**src/common/etc_pkg.sv**
```systemverilog
// Package for the eight-bit timer counter core: constants and carrier types
// Notes on behaviour
// Counter and both compare values are 8-bit, CPU readable and writable.
// Each interrupt request shows in flag register and is gated by its mask bit.
// Three interrupt sources: overflow, compare A, compare B.
// Tick comes from prescaled internal clock or external count input.
// Clock select picks source and edge; its output is the timer tick.
// Three-bit clock source select in control register B picks tick source.
// Select zero stops the counter: no count, no clear.
// Each tick clears, increments or decrements the counter per mode.
// CPU may read and write counter at any time.
// CPU counter write wins over same-cycle clear or count.
// Bottom reported at 0x00, max reported at 0xFF.
// Top is 0xFF or compare value A depending on mode.
// Mode chosen by two waveform bits in A plus third bit in B.
// Both compares checked continuously; matches go to waveform generator.
// Compare match on A or B sets its compare flag.
// Overflow flag set per mode and usable as interrupt source.
// Match flag sets on tick after match; cleared by service or writing one.
// PWM modes double buffer compares, updating at top or bottom; else direct.
// Counter write blocks compare matches in the next tick, even stopped.
// Normal mode counts up, wraps 0xFF to 0x00, overflow set when zero.
// Reset clears counter, compares, controls, flags and masks; controls and masks are core inputs, which the core does not reset.
package etc_pkg;
	localparam int CNT_W = 8;
	localparam logic [7:0] CNT_BOTTOM = 8'h00;
	localparam logic [7:0] CNT_MAX = 8'hff;
	localparam logic [7:0] RST_VAL = 8'h00;
	// Flag and mask bit positions
	localparam int FLG_OVF = 0;
	localparam int FLG_CMPA = 1;
	localparam int FLG_CMPB = 2;
	// Clock source select codes
	localparam logic [2:0] CS_STOP = 3'h0;
	localparam logic [2:0] CS_DIV1 = 3'h1;
	localparam logic [2:0] CS_DIV8 = 3'h2;
	localparam logic [2:0] CS_DIV64 = 3'h3;
	localparam logic [2:0] CS_DIV256 = 3'h4;
	localparam logic [2:0] CS_DIV1024 = 3'h5;
	localparam logic [2:0] CS_EXT_FALL = 3'h6;
	localparam logic [2:0] CS_EXT_RISE = 3'h7;
	// Waveform mode codes
	localparam logic [2:0] WM_NORMAL = 3'h0;
	localparam logic [2:0] WM_PC_FF = 3'h1;
	localparam logic [2:0] WM_CTC = 3'h2;
	localparam logic [2:0] WM_FAST_FF = 3'h3;
	localparam logic [2:0] WM_PC_OCA = 3'h5;
	localparam logic [2:0] WM_FAST_OCA = 3'h7;
	localparam int PRE_W = 10;
	typedef struct packed {
		logic we;
		logic [7:0] data;
	} etc_wr_t;
	typedef struct packed {
		logic cmp_b;
		logic cmp_a;
		logic ovf;
	} etc_flags_t;
endpackage

```
**src/hdl/etc_core.sv**
```systemverilog
// Eight-bit timer counter core with two compare units
`timescale 1ns/1ps
`default_nettype none
module etc_core #(
	parameter int WIDTH = etc_pkg::CNT_W
) (
	// Clock, reset, enable
	input wire logic clk,
	input wire logic nrst,
	input wire logic clk_en,
	// Counter and compare writes
	input wire etc_pkg::etc_wr_t counter_value_wr,
	input wire etc_pkg::etc_wr_t compare_value_a_wr,
	input wire etc_pkg::etc_wr_t compare_value_b_wr,
	// Control fields
	input wire logic [2:0] clock_source_select,
	input wire logic [1:0] waveform_mode_lo,
	input wire logic waveform_mode_bit2,
	input wire logic [2:0] timer_mask_register,
	// Flag clearing: write one, or interrupt serviced
	input wire logic [2:0] flag_clear,
	// External count input
	input wire logic external_count_input,
	// Readback
	output logic [7:0] counter_value,
	output logic [7:0] compare_value_a,
	output logic [7:0] compare_value_b,
	output logic [2:0] timer_flag_register,
	output logic [2:0] timer_irq,
	// To waveform generator
	output logic match_a,
	output logic match_b,
	output logic at_bottom,
	output logic at_max,
	output logic at_top,
	output logic count_down,
	output logic timer_tick
);
	// ****************************************
	// Tick generation
	// ****************************************
	logic [etc_pkg::PRE_W-1:0] pre_ff;
	logic ext_ff;
	logic tick;
	logic [2:0] mode;
	logic pwm;
	logic [7:0] top_val;
	logic [7:0] cnt_ff, ocra_ff, ocrb_ff, bufa_ff, bufb_ff;
	logic dir_ff, block_ff;
	logic [2:0] flg_ff;
	logic [7:0] nxt_cnt;
	logic nxt_dir, ovf_ev;
	logic ext_ok_ff;
	logic ext_rise, ext_fall;

	always_ff @(posedge clk or negedge nrst) begin
		if (!nrst) begin
			pre_ff <= '0;
			ext_ff <= 1'b0;
			ext_ok_ff <= 1'b0;
		end else if (clk_en) begin
			pre_ff <= pre_ff + 1'b1;
			ext_ff <= external_count_input;
			ext_ok_ff <= 1'b1;
		end
	end

	// No pin edge until one real pin sample is held, so no false edge after reset
	assign ext_rise = ext_ok_ff & ~ext_ff & external_count_input;
	assign ext_fall = ext_ok_ff & ext_ff & ~external_count_input;

	always_comb begin
		case (clock_source_select)
			etc_pkg::CS_STOP: tick = 1'b0;
			etc_pkg::CS_DIV1: tick = 1'b1;
			etc_pkg::CS_DIV8: tick = &pre_ff[2:0];
			etc_pkg::CS_DIV64: tick = &pre_ff[5:0];
			etc_pkg::CS_DIV256: tick = &pre_ff[7:0];
			etc_pkg::CS_DIV1024: tick = &pre_ff[9:0];
			etc_pkg::CS_EXT_FALL: tick = ext_fall;
			etc_pkg::CS_EXT_RISE: tick = ext_rise;
			default: tick = 1'b0;
		endcase
	end

	// ****************************************
	// Mode decode
	// ****************************************
	assign mode = {waveform_mode_bit2, waveform_mode_lo};
	assign pwm = (mode != etc_pkg::WM_NORMAL) && (mode != etc_pkg::WM_CTC);
	assign top_val = (mode == etc_pkg::WM_CTC || mode == etc_pkg::WM_PC_OCA ||
		mode == etc_pkg::WM_FAST_OCA) ? ocra_ff : etc_pkg::CNT_MAX;
	wire phase_corr = (mode == etc_pkg::WM_PC_FF) || (mode == etc_pkg::WM_PC_OCA);
	wire cur_top = (cnt_ff == top_val);

	always_comb begin
		nxt_cnt = cnt_ff;
		nxt_dir = dir_ff;
		ovf_ev = 1'b0;
		if (phase_corr) begin
			if (cur_top)
				nxt_dir = 1'b1;
			else if (cnt_ff == etc_pkg::CNT_BOTTOM)
				nxt_dir = 1'b0;
			nxt_cnt = nxt_dir ? cnt_ff - 8'h01 : cnt_ff + 8'h01;
			ovf_ev = (cnt_ff == etc_pkg::CNT_BOTTOM) && dir_ff;
		end else if (mode == etc_pkg::WM_CTC) begin
			nxt_dir = 1'b0;
			nxt_cnt = cur_top ? etc_pkg::CNT_BOTTOM : cnt_ff + 8'h01;
			ovf_ev = (cnt_ff == etc_pkg::CNT_MAX);
		end else if (mode == etc_pkg::WM_NORMAL) begin
			nxt_dir = 1'b0;
			nxt_cnt = cnt_ff + 8'h01;
			ovf_ev = (cnt_ff == etc_pkg::CNT_MAX);
		end else begin
			nxt_dir = 1'b0;
			nxt_cnt = cur_top ? etc_pkg::CNT_BOTTOM : cnt_ff + 8'h01;
			ovf_ev = cur_top;
		end
	end

	// ****************************************
	// Counter
	// ****************************************
	always_ff @(posedge clk or negedge nrst) begin
		if (!nrst) begin
			cnt_ff <= etc_pkg::RST_VAL;
			dir_ff <= 1'b0;
		end else if (clk_en) begin
			if (counter_value_wr.we)
				cnt_ff <= counter_value_wr.data;
			else if (tick) begin
				cnt_ff <= nxt_cnt;
				dir_ff <= nxt_dir;
			end
		end
	end

	// Block matches for one tick after a counter write
	always_ff @(posedge clk or negedge nrst) begin
		if (!nrst)
			block_ff <= 1'b0;
		else if (clk_en) begin
			if (counter_value_wr.we)
				block_ff <= 1'b1;
			else if (tick)
				block_ff <= 1'b0;
		end
	end

	// ****************************************
	// Compare registers
	// ****************************************
	wire upd_pt = phase_corr ? cur_top : (cnt_ff == etc_pkg::CNT_BOTTOM);

	always_ff @(posedge clk or negedge nrst) begin
		if (!nrst) begin
			bufa_ff <= etc_pkg::RST_VAL;
			bufb_ff <= etc_pkg::RST_VAL;
			ocra_ff <= etc_pkg::RST_VAL;
			ocrb_ff <= etc_pkg::RST_VAL;
		end else if (clk_en) begin
			if (compare_value_a_wr.we)
				bufa_ff <= compare_value_a_wr.data;
			if (compare_value_b_wr.we)
				bufb_ff <= compare_value_b_wr.data;
			if (!pwm) begin
				if (compare_value_a_wr.we)
					ocra_ff <= compare_value_a_wr.data;
				if (compare_value_b_wr.we)
					ocrb_ff <= compare_value_b_wr.data;
			end else if (tick && upd_pt) begin
				ocra_ff <= bufa_ff;
				ocrb_ff <= bufb_ff;
			end
		end
	end

	// ****************************************
	// Flags
	// ****************************************
	wire raw_a = (cnt_ff == ocra_ff) && !block_ff;
	wire raw_b = (cnt_ff == ocrb_ff) && !block_ff;
	logic [2:0] set_v;
	assign set_v = tick ? {raw_b, raw_a, ovf_ev & ~counter_value_wr.we} : 3'b000;

	always_ff @(posedge clk or negedge nrst) begin
		if (!nrst)
			flg_ff <= 3'b000;
		else if (clk_en)
			flg_ff <= (flg_ff & ~flag_clear) | set_v;
	end

	// ****************************************
	// Registered outputs
	// ****************************************
	always_ff @(posedge clk or negedge nrst) begin
		if (!nrst) begin
			counter_value <= etc_pkg::RST_VAL;
			compare_value_a <= etc_pkg::RST_VAL;
			compare_value_b <= etc_pkg::RST_VAL;
			timer_flag_register <= 3'b000;
			timer_irq <= 3'b000;
			match_a <= 1'b0;
			match_b <= 1'b0;
			at_bottom <= 1'b0;
			at_max <= 1'b0;
			at_top <= 1'b0;
			count_down <= 1'b0;
			timer_tick <= 1'b0;
		end else if (clk_en) begin
			counter_value <= cnt_ff;
			compare_value_a <= pwm ? bufa_ff : ocra_ff;
			compare_value_b <= pwm ? bufb_ff : ocrb_ff;
			timer_flag_register <= flg_ff;
			timer_irq <= flg_ff & timer_mask_register;
			match_a <= raw_a;
			match_b <= raw_b;
			at_bottom <= (cnt_ff == etc_pkg::CNT_BOTTOM);
			at_max <= (cnt_ff == etc_pkg::CNT_MAX);
			at_top <= cur_top;
			count_down <= dir_ff;
			timer_tick <= tick;
		end
	end

	// ****************************************
	// Checks
	// ****************************************
	stop_hold_a: assert property (@(posedge clk) disable iff (!nrst)
		clk_en && clock_source_select == etc_pkg::CS_STOP && !counter_value_wr.we
		|=> $stable(cnt_ff)) else $error("counter moved while stopped");
	wr_wins_a: assert property (@(posedge clk) disable iff (!nrst)
		clk_en && counter_value_wr.we |=> cnt_ff == $past(counter_value_wr.data))
		else $error("counter write lost");
	norm_wrap_a: assert property (@(posedge clk) disable iff (!nrst)
		clk_en && tick && !counter_value_wr.we && mode == etc_pkg::WM_NORMAL
		&& cnt_ff == etc_pkg::CNT_MAX |=> cnt_ff == 8'h00 && flg_ff[0])
		else $error("normal wrap wrong");
	match_set_a: assert property (@(posedge clk) disable iff (!nrst)
		clk_en && tick && raw_a |=> flg_ff[1]) else $error("flag a not set");
	wr_block_a: assert property (@(posedge clk) disable iff (!nrst)
		clk_en && counter_value_wr.we |=> block_ff && !raw_a && !raw_b)
		else $error("match not blocked");
	flag_clr_a: assert property (@(posedge clk) disable iff (!nrst)
		clk_en && flag_clear[2] && !set_v[2] |=> !flg_ff[2])
		else $error("flag b not cleared");
	irq_mask_a: assert property (@(posedge clk) disable iff (!nrst)
		clk_en |=> timer_irq == ($past(flg_ff) & $past(timer_mask_register)))
		else $error("irq gating wrong");
	direct_cmp_a: assert property (@(posedge clk) disable iff (!nrst)
		clk_en && !pwm && compare_value_a_wr.we
		|=> ocra_ff == $past(compare_value_a_wr.data)) else $error("direct write lost");
	ctc_clear_a: assert property (@(posedge clk) disable iff (!nrst)
		clk_en && tick && !counter_value_wr.we && mode == etc_pkg::WM_CTC && cur_top
		|=> cnt_ff == 8'h00) else $error("ctc clear wrong");

	// ****************************************
	// Checks: status outputs, flags, buffers, phase-correct turn
	// ****************************************
	bottom_flag_a: assert property (@(posedge clk) disable iff (!nrst)
		clk_en |=> at_bottom == ($past(cnt_ff) == etc_pkg::CNT_BOTTOM))
		else $error("bottom status wrong");
	max_flag_a: assert property (@(posedge clk) disable iff (!nrst)
		clk_en |=> at_max == ($past(cnt_ff) == etc_pkg::CNT_MAX))
		else $error("max status wrong");
	top_out_a: assert property (@(posedge clk) disable iff (!nrst)
		clk_en |=> at_top == ($past(cnt_ff) == $past(top_val)))
		else $error("top status wrong");
	tick_out_a: assert property (@(posedge clk) disable iff (!nrst)
		clk_en |=> timer_tick == $past(tick))
		else $error("tick status wrong");
	match_out_a: assert property (@(posedge clk) disable iff (!nrst)
		clk_en |=> match_b == $past(raw_b))
		else $error("match b status wrong");
	flag_keep_a: assert property (@(posedge clk) disable iff (!nrst)
		clk_en && flg_ff[etc_pkg::FLG_CMPA] && !flag_clear[etc_pkg::FLG_CMPA]
		|=> flg_ff[etc_pkg::FLG_CMPA]) else $error("flag a lost");
	flag_keep_b_a: assert property (@(posedge clk) disable iff (!nrst)
		clk_en && flg_ff[etc_pkg::FLG_CMPB] && !flag_clear[etc_pkg::FLG_CMPB]
		|=> flg_ff[etc_pkg::FLG_CMPB]) else $error("flag b lost");
	ovf_keep_a: assert property (@(posedge clk) disable iff (!nrst)
		clk_en && flg_ff[etc_pkg::FLG_OVF] && !flag_clear[etc_pkg::FLG_OVF]
		|=> flg_ff[etc_pkg::FLG_OVF]) else $error("overflow flag lost");
	wr_ovf_a: assert property (@(posedge clk) disable iff (!nrst)
		clk_en && counter_value_wr.we && !flg_ff[etc_pkg::FLG_OVF]
		|=> !flg_ff[etc_pkg::FLG_OVF]) else $error("overflow set by written count");
	pwm_hold_a: assert property (@(posedge clk) disable iff (!nrst)
		clk_en && pwm && !(tick && upd_pt)
		|=> ocra_ff == $past(ocra_ff) && ocrb_ff == $past(ocrb_ff))
		else $error("buffered compare moved early");
	direct_cmp_b_a: assert property (@(posedge clk) disable iff (!nrst)
		clk_en && !pwm && compare_value_b_wr.we
		|=> ocrb_ff == $past(compare_value_b_wr.data)) else $error("direct write b lost");
	pc_turn_a: assert property (@(posedge clk) disable iff (!nrst)
		clk_en && tick && !counter_value_wr.we && phase_corr && cur_top
		|=> dir_ff && cnt_ff == $past(cnt_ff) - 8'h01)
		else $error("phase correct turn wrong");
	ovf_pc_a: assert property (@(posedge clk) disable iff (!nrst)
		clk_en && tick && !counter_value_wr.we && phase_corr && dir_ff
		&& cnt_ff == etc_pkg::CNT_BOTTOM |=> flg_ff[etc_pkg::FLG_OVF])
		else $error("bottom overflow lost");
	cov_ovf: cover property (@(posedge clk) disable iff (!nrst) set_v[0]);
	cov_cmpa: cover property (@(posedge clk) disable iff (!nrst) set_v[1]);
	cov_block: cover property (@(posedge clk) disable iff (!nrst)
		block_ff && tick && cnt_ff == ocra_ff);
	cov_down: cover property (@(posedge clk) disable iff (!nrst) dir_ff && tick);
	cov_ext: cover property (@(posedge clk) disable iff (!nrst)
		tick && clock_source_select == etc_pkg::CS_EXT_FALL);
endmodule
`default_nettype wire

```
**config.mk**
```make
export PLATFORM = sky130hd
export DESIGN_NAME = etc_core
export DESIGN_NICKNAME = d
export VERILOG_FILES = /design/src/common/etc_pkg.sv /design/src/hdl/etc_core.sv
export SDC_FILE = /design/constraint.sdc
export NUM_CORES = 1
export LEC_CHECK = 0
export ABC_AREA = 1
export BUFFER_PORTS_ARGS = -buffer_cell sky130_fd_sc_hd__buf_2
export CAP_MARGIN = 10
export CORE_ASPECT_RATIO = 1.4
export CORE_MARGIN = 2
export CORE_UTILIZATION = 53
export CTS_BUF_LIST = sky130_fd_sc_hd__clkbuf_8
export DETAILED_ROUTE_END_ITERATION = 10
export GPL_ROUTABILITY_DRIVEN = 0
export PLACE_DENSITY = 0.79
export RECOVER_POWER = 50
export SLEW_MARGIN = 5
export SYNTH_ARGS = -nofsm -noshare
export SYNTH_HDL_FRONTEND = slang
export SYNTH_SLANG_ARGS = --single-unit
```
**constraint.sdc**
```tcl
create_clock -name clk -period 1.7 [get_ports clk]
set_input_delay 0.085 -clock clk [delete_from_list [all_inputs] [get_ports clk]]
set_output_delay 0.085 -clock clk [all_outputs]
set_load 0.005 [all_outputs]
```
==> results.md, run 1 <==
* Warnings from Yosys at 0
* Dpl cell area at 5740 sq um
* DRT Wirelength at 13500 um
* Port bufs at 79
* CTS tree: yes
* # DRC at 0
* Root buffer cell: clkbuf_8
* Initial DRC Count at 281
* Clock power frac at 0.237
* Slew @ Worst Pin at 0.973 ns
* Later-pin clock latency in the skew report at around 0.38 ns
* Synth cell count leaders: 203 x nand2_1, 94 x dfrtp_1, 56 x o21ai_0
* Reg2reg end: ocrb_ff[3]
* DR WL/cell at ~15 um
* Synth Flop Type: dfrtp_1
* # fillers at 633
* R2R cell count at 12
* Worst path cell trace: ha_4 > nand3_4 > nor2_4 > nor2_1 > o21bai_1 > nand2_1 > a21oi_2 > nand2_4 > nand2_8 > buf_12 > nand3_1 > nand2_1
* Clk sinks at 94
* Worst-path fanout max at 8
* Hold wc startpoint: compare_value_b_wr[4]
* Synth async-reset ratio at 1.00
* ANT cells at 0
* Synth Net Count at 660
* Vias in the first global route at approximately 4400
* Synth Area per Inst at 7.83 sq um
* Area fraction of the dominant cell type after synthesis at 0.491
* Gr usage total at 0.254
* Largest net degree at the start of global routing at 41
* Final instance area at 6640 sq um
* Logic gate share of total power at 0.341
* CP max stage delay at 0.41 ns
* Cell accounting for the most synthesized area: dfrtp_1
* Number of max-cap violations at 0
* Fmax at 530 MHz
* Final core occ at 0.743
* Critical-path top delay cell: dfrtp_1
* Clk slew on worst S/H paths at roughly 0.090 ns
* # rows at 41
* Synth Register Bits at 94
* Leak at 3.44 nW
* Total grt overflow at 0
* Crit end category: flop
* Cells after Synth at roughly 610
* Area growth syn-to-layout at 38.4%
* Max Buffers Root-to-Sink at 2
* Seq pwr share at 0.421
* Total I/O pin count at 80
* Initial antenna violation count at 0
* Cell Pwr Density at 1070 nW/um^2
* Psw at about 2.4 mW
* Die area at 9830 sq um
* Chip Height at 117 um
* Post-synthesis sequential area ratio at 0.491
* Final setup fails at 31
* CP most frequent cell: nand2_1
* Initial Utilization at 0.537
* Crit Reg-Reg Startpoint: pre_ff[1]
* Final slew viol count at 0
* Dpl hpwl at 8850 um
* Final ANT Viol Nets at 0
* Number of flops mapped to enable cells by yosys at 0
* Netlist Area Pre-Place at 4790 sq um
* DRT Pass-1 Iters at 5
* Failing checks: negative hold slack, negative setup slack
* Core area at 8930 sq um
* Min-Delay Endpoint: bufb_ff[4]
* Worst IR Drop VDD at 0.820 mV
* Synth unique cells at 40
* Share of cells above drive strength 1 at 0.319
* Fin crit share at 1.11
* Status: finished, violations left
* Min Tclk post-route at between 1.5 and 2 ns
* Critical Path RT at 2.02 ns
* Reg2reg setup slack at -0.19 ns
* Placed insts at 838
* Final number of hold-violating endpoints at 3
* Vias per cell at 5.32
* Crit path kind: flop to flop
* Slew headroom at 0.351
* Final Hold Slack at -0.00635 ns
* Die W at 84.4 um
* Worst hold path type: input pin to flop
* Pwr Total at 7.07 mW
* Startpoint Class: flop
* # H-tree levels at 3
* Sw Ratio at 0.343
* Pint at 4.64 mW
* Hold Crit Depth at 3
* Cell Count, Final, Fillers Out at 906
* Clk_skew at roughly 0.012 ns
* Top-count cell post-synth: nand2_1
* Data arrival time of the worst path at 2.20 ns
* Synth top area cells: dfrtp_1 49%, nand2_1 16%, o21ai_0 5.8%, nand3_1 4.0%, inv_1 3.8%
* RSZ-0062 raised after global routing: yes
* Global-route wire length before repair at 19900 um
* Final worst slack at -0.185 ns
* Cts bufs inserted at 9
* Nets at 842
* Via count at approximately 4800
-- cell families (layout without fill, tap and decap cells) --
group / Yosys count / after routing / synth area share
xor gates and xnor gates: 21 / 21 / 0.0384
DFF: 94 / 94 / 0.491
buffers and inverters: 77 / 264 / 0.0645
and+or+nand+nor: 315 / 315 / 0.281
adders and majority gates: 5 / 5 / 0.0130
AOI/OAI and AO/OA: 100 / 100 / 0.113
-- critical path: cells and delay by family (launching register included) --
| kind | cells | cell delay (ns) |
|---|---|---|
| adders and majority gates | 1 | 0.18 |
| buffers and inverters | 1 | 0.12 |
| AOI/OAI and AO/OA | 2 | 0.37 |
| DFF | 1 | 0.41 |
| and+or+nand+nor | 8 | 0.75 |
-- cell type report --
type                       instances  area, sq um  share of cell area
sequential                        94         2360               0.355
multi-input combinational        441         2340               0.353
timing repair buffer             192         1350               0.204
inverter                          56          220              0.0332
clock buffer                      10          138              0.0207
tap                              107          134              0.0202
clock inverter                     6         90.1              0.0136
-- metal layers --
metal | wire [um] | vias up | track usage
li1 | - | 2329 | -
met1 | 5510 | 2292 | 0.309
met2 | 6940 | 162 | 0.446
met3 | 574 | 36 | 0.0438
met4 | 430 | 0 | 0.110
met5 | 0 | - | 0
-- cell usage in the layout (no fill, tap or decap), types with 3 or more instances in the layout --
cell,n
buf_12,3
dfrtp_1,89
buf_4,80
nor2_2,6
buf_2,78
dfrtp_2,5
a21oi_1,12
inv_2,7
xor2_1,15
clkbuf_8,10
nand2_2,10
nand3b_1,3
o21ai_1,3
nand2_1,194
a31oi_1,16
nor2_1,40
buf_6,9
xnor2_1,5
nand2_4,7
nand3_1,31
nand4_1,4
nand3_4,3
dlygate4sd3_1,18
a21oi_2,7
o21ai_0,53
nor2_4,3
nand3_2,5
nor3_1,3
ha_1,3
inv_1,46
-- stage by stage --
step / hold slack, ns / worst slack, ns / TNS, ns
floorplan: -0.211 / -0.00267 / -0.0427
global placement: -0.0287 / -0.101 / -1.46
detailed placement: -0.0249 / -0.194 / -3.71
CTS: 0.000739 / -0.113 / -2.40
global route: 0.0113 / -0.286 / -11.27
finish: -0.00635 / -0.185 / -4.13
-- state kept, by name, indices dropped and copies added (netlist names), 3 cells and up --
register / count
compare_value_b: 8
cnt_ff: 8
timer_irq: 3
counter_value: 8
ocrb_ff: 8
flg_ff: 3
bufa_ff: 8
timer_flag_register: 3
bufb_ff: 8
ocra_ff: 8
pre_ff: 10
compare_value_a: 8
-- worst max-delay path by stage --
stage,startpoint,endpoint,depth (start not counted),slack (ns)
5_1_grt,pre_ff[1],ocrb_ff[5],12,-0.29
3_5_place_dp,pre_ff[1],ocrb_ff[3],12,-0.19
2_1_floorplan,pre_ff[0],ocra_ff[0],12,-0.003
4_1_cts,pre_ff[1],cnt_ff[1],11,-0.11
6_report,pre_ff[1],ocrb_ff[3],12,-0.19
3_3_place_gp,cnt_ff[4],cnt_ff[1],12,-0.10
-- power by group through the flow --
stage	Sequential [mW]	Clock, mW	Combinational, mW
final	2.98	1.68	2.41
after global routing	3.02	1.77	2.66
after CTS	2.92	1.69	2.04
after detailed placement	2.95	0	1.94
after global placement	2.93	0	1.88
after floorplan	2.90	0	1.08
-- repair_timing --
action | in CTS | in global routing
pin swaps | 7 | 16
buffers inserted | 12 | 22
hold buffers | 18 | 0
hold endpoints to repair | 111 | 0
gates resized for setup | 25 | 45
setup endpoints to repair | 26 | 31
Power figures use the tool's default switching activity.
==> run 2, diff against run 1 <==
- CORE_UTILIZATION: 53 -> 51
- CTS_BUF_LIST: sky130_fd_sc_hd__clkbuf_8 -> unset
- PLACE_DENSITY: 0.79 -> 0.76
==> run 2 against run 1 <==
Effect of this change: the flow finishes with violations (negative setup slack); register-to-register slack hardly changed; first-iteration DRC count is 14% lower; sequential cell count stayed put; sequential share of layout area is 0.83 points higher; sequential power hardly changed; clock-buffer cell count is 3 higher; non-clock buffer count is 38 lower; combinational power is 4% lower; clock skew is 0.0044 ns lower; fmax hardly changed; die area is 3.8% higher; utilization is 3.0 points lower; largest power group unchanged; highest routed layer unchanged.
==> results.md, run 2 (synthesis gave the netlist of run 1 again) <==
* Status: finished, violations left
* Failing checks: negative setup slack
* Most common cell after layout, fill and taps aside: nand2_1
* Later-pin clock latency in the skew report at 0.34 ns (-0.04 ns)
* Dpl hpwl at 8740 um (-1.2%)
* Worst-path fanout max at 10 (+2)
* Hold wc startpoint: compare_value_a_wr[7]
* Initial antenna violation count at 0 (unchanged)
* Crit path kind: flop to flop
* Port bufs at 79 (unchanged)
* Max FFs per register at 10 (unchanged)
* Reg2reg end: cnt_ff[1]
* Final ANT Viol Nets at 0 (unchanged)
* Hold Crit Depth at 3 (unchanged)
* Worst path cell trace: ha_4 > nand3_4 > nor2_4 > nor2_2 > o21bai_2 > buf_4 > nand3_4 > nand2_4 > inv_8 > a21oi_1 > a21oi_2
* Vias in the first global route at 4449 (+2.2%)
* Die area at 10200 sq um (+3.8%)
* Chip Height at 119 um (+1.9%)
* CP most frequent cell: nand3_4
* Cts bufs inserted at 9 (unchanged)
* Max Buffers Root-to-Sink at 2 (unchanged)
* Final worst slack at -0.183 ns (+0.00185 ns)
* Cell Pwr Density at 1120 nW/um^2 (+5.2%)
* Most flops, register: pre_ff
* DRT Wirelength at 13000 um (-3.5%)
* Crit Reg-Reg Startpoint: pre_ff[1]
* Share of cells above drive strength 1 at 0.318 (-0.00156)
* Final slew viol count at 0 (unchanged)
* Data arrival time of the worst path at 2.11 ns (-0.09 ns)
* Final number of hold-violating endpoints at 0 (-3)
* Slew @ Worst Pin at 1.08 ns (+0.102 ns)
* Via count at 4666 (-3.2%)
* DRT Pass-1 Iters at 5 (unchanged)
* Nets at 805 (-4.4%)
* # fillers at 666 (+5.2%)
* ANT cells at 0 (unchanged)
* Reg2reg setup slack at -0.18 ns (about the same)
* Clk slew on worst S/H paths at 0.06 ns (-0.03 ns)
* Initial DRC Count at 242 (-14%)
* Setup TNS at -4.12 ns (+0.0121 ns)
* Clk_skew at 0.00738 ns (-0.00442 ns)
* Total grt overflow at 0 (unchanged)
* Largest net degree at the start of global routing at 37 (-9.8%)
* Multi-input gate area at 2450 sq um (+4.6%)
* Leak at 3.30 nW (-3.9%)
* Global-route wire length before repair at 20000 um (+0.35%)
* CP max stage delay at 0.42 ns (about the same)
* # H-tree levels at 3 (unchanged)
* Die W at 85.9 um (+1.8%)
* RSZ-0062 raised after global routing: yes
* Total I/O pin count at 80 (unchanged)
* Worst hold path type: input pin to flop
* Number of max-cap violations at 0 (unchanged)
* Commonest non-fill, non-tap cells in the layout: 192 x nand2_1, 90 x dfrtp_1, 77 x buf_2
* Min-Delay Endpoint: bufa_ff[7]
* Area growth syn-to-layout at 35.2%
* R2R cell count at 11 (-1)
* Min Tclk post-route at 1.88 ns (-0.00185 ns)
* Vias per cell at 5.37 (+0.95%)
* Fmax at 531 MHz (about the same)
* Final setup fails at 28 (-9.7%)
* Worst IR Drop VDD at 0.714 mV (-13%)
* Initial Utilization at 0.528 (-0.00910)
* Startpoint Class: flop
* Critical-path top delay cell: dfrtp_1
* Clk sinks at 94 (unchanged)
* Final core occ at 0.714 (-0.0297)
* Slew headroom at 0.283 (-0.0683)
* # rows at 41 (unchanged)
* # DRC at 0 (unchanged)
* DR WL/cell at 14.9 um (+0.61%)
* Gr usage total at 0.246 (-0.00719)
* Root buffer cell: clkbuf_16
* CTS tree: yes
* Crit end category: flop
* Fin crit share at 1.11 (about the same)
* Critical Path RT at 1.93 ns (-0.09 ns)
* Register area at 2360 sq um (about the same)
* Core area at 9080 sq um (+1.7%)
* Final Hold Slack at 0.00756 ns (+0.0139 ns)
-- run 2: cell count changes in the layout (fill, tap and decap cells not counted), moves of 5 or more --
| cell | previous run | this run |
|---|---|---|
| clkbuf_8 | 10 | 4 |
| clkbuf_16 | 0 | 9 |
| nor2_4 | 3 | 8 |
| nor2_1 | 40 | 33 |
| dlygate4sd3_1 | 18 | 6 |
| a21oi_1 | 12 | 5 |
| buf_4 | 80 | 59 |
| buf_6 | 9 | 3 |
-- run 2: power by group --
group | internal, mW | total [mW] | switching, mW
clock | 1.16 | 1.99 | 0.836
sequential | 2.61 | 2.97 | 0.351
combinational | 1.04 | 2.31 | 1.26
total | 4.82 | 7.27 | 2.45
-- run 2: timing repair --
item | in CTS | in global routing
endpoints found under the setup margin | 27 | 30
gates resized for setup | 22 | 66
pin swaps | 4 | 14
cloned | 0 | 1
buffers inserted | 8 | 6
endpoints found under the hold margin | 87 | 0
hold buffers | 6 | 0
-- run 2: worst max path at each step --
| stage | depth (start not counted) | to | from |
|---|---|---|---|
| floorplan | 12 | ocra_ff[0] | pre_ff[0] |
| global placement | 9 | cnt_ff[6] | cnt_ff[0] |
| detailed placement | 12 | ocrb_ff[2] | pre_ff[0] |
| CTS | 12 | ocrb_ff[2] | pre_ff[0] |
| global route | 12 | ocrb_ff[4] | pre_ff[1] |
| finish | 11 | cnt_ff[1] | pre_ff[1] |
-- run 2: final cells by class --
class                   instances  share of cell area
multi-input cells             442               0.378
flip-flops and latches         94               0.364
repair buffers                154               0.157
clock buffers                  13              0.0433
inverters                      56              0.0340
well taps                     107              0.0207
clock inverters                 3             0.00386
-- run 2: worst max-delay path: cells and delay by family (launching register included) --
kind	cells	cell delay, ns
AOI/OAI and AO/OA	3	0.43
adders and majority gates	1	0.18
buffers and inverters	2	0.23
DFF	1	0.42
and+or+nand+nor	5	0.51
-- run 2: stage by stage --
| step | area (sq um) | std cells | power, mW | setup slack, ns |
|---|---|---|---|---|
| floorplan | 4800 | 612 | 3.98 | -0.00267 |
| global placement | 5680 | 832 | 4.78 | -0.105 |
| detailed placement | 5680 | 832 | 4.87 | -0.180 |
| CTS | 6180 | 862 | 6.98 | -0.146 |
| global route | 6480 | 869 | 7.66 | -0.280 |
| finish | 6480 | 869 | 7.27 | -0.183 |
-- run 2: routing by layer --
metal	vias up	wire length (um)	global-route usage
met5	-	0	0
met4	0	440	0.115
met3	40	604	0.0454
met2	171	6620	0.412
met1	2196	5310	0.303
li1	2259	-	-
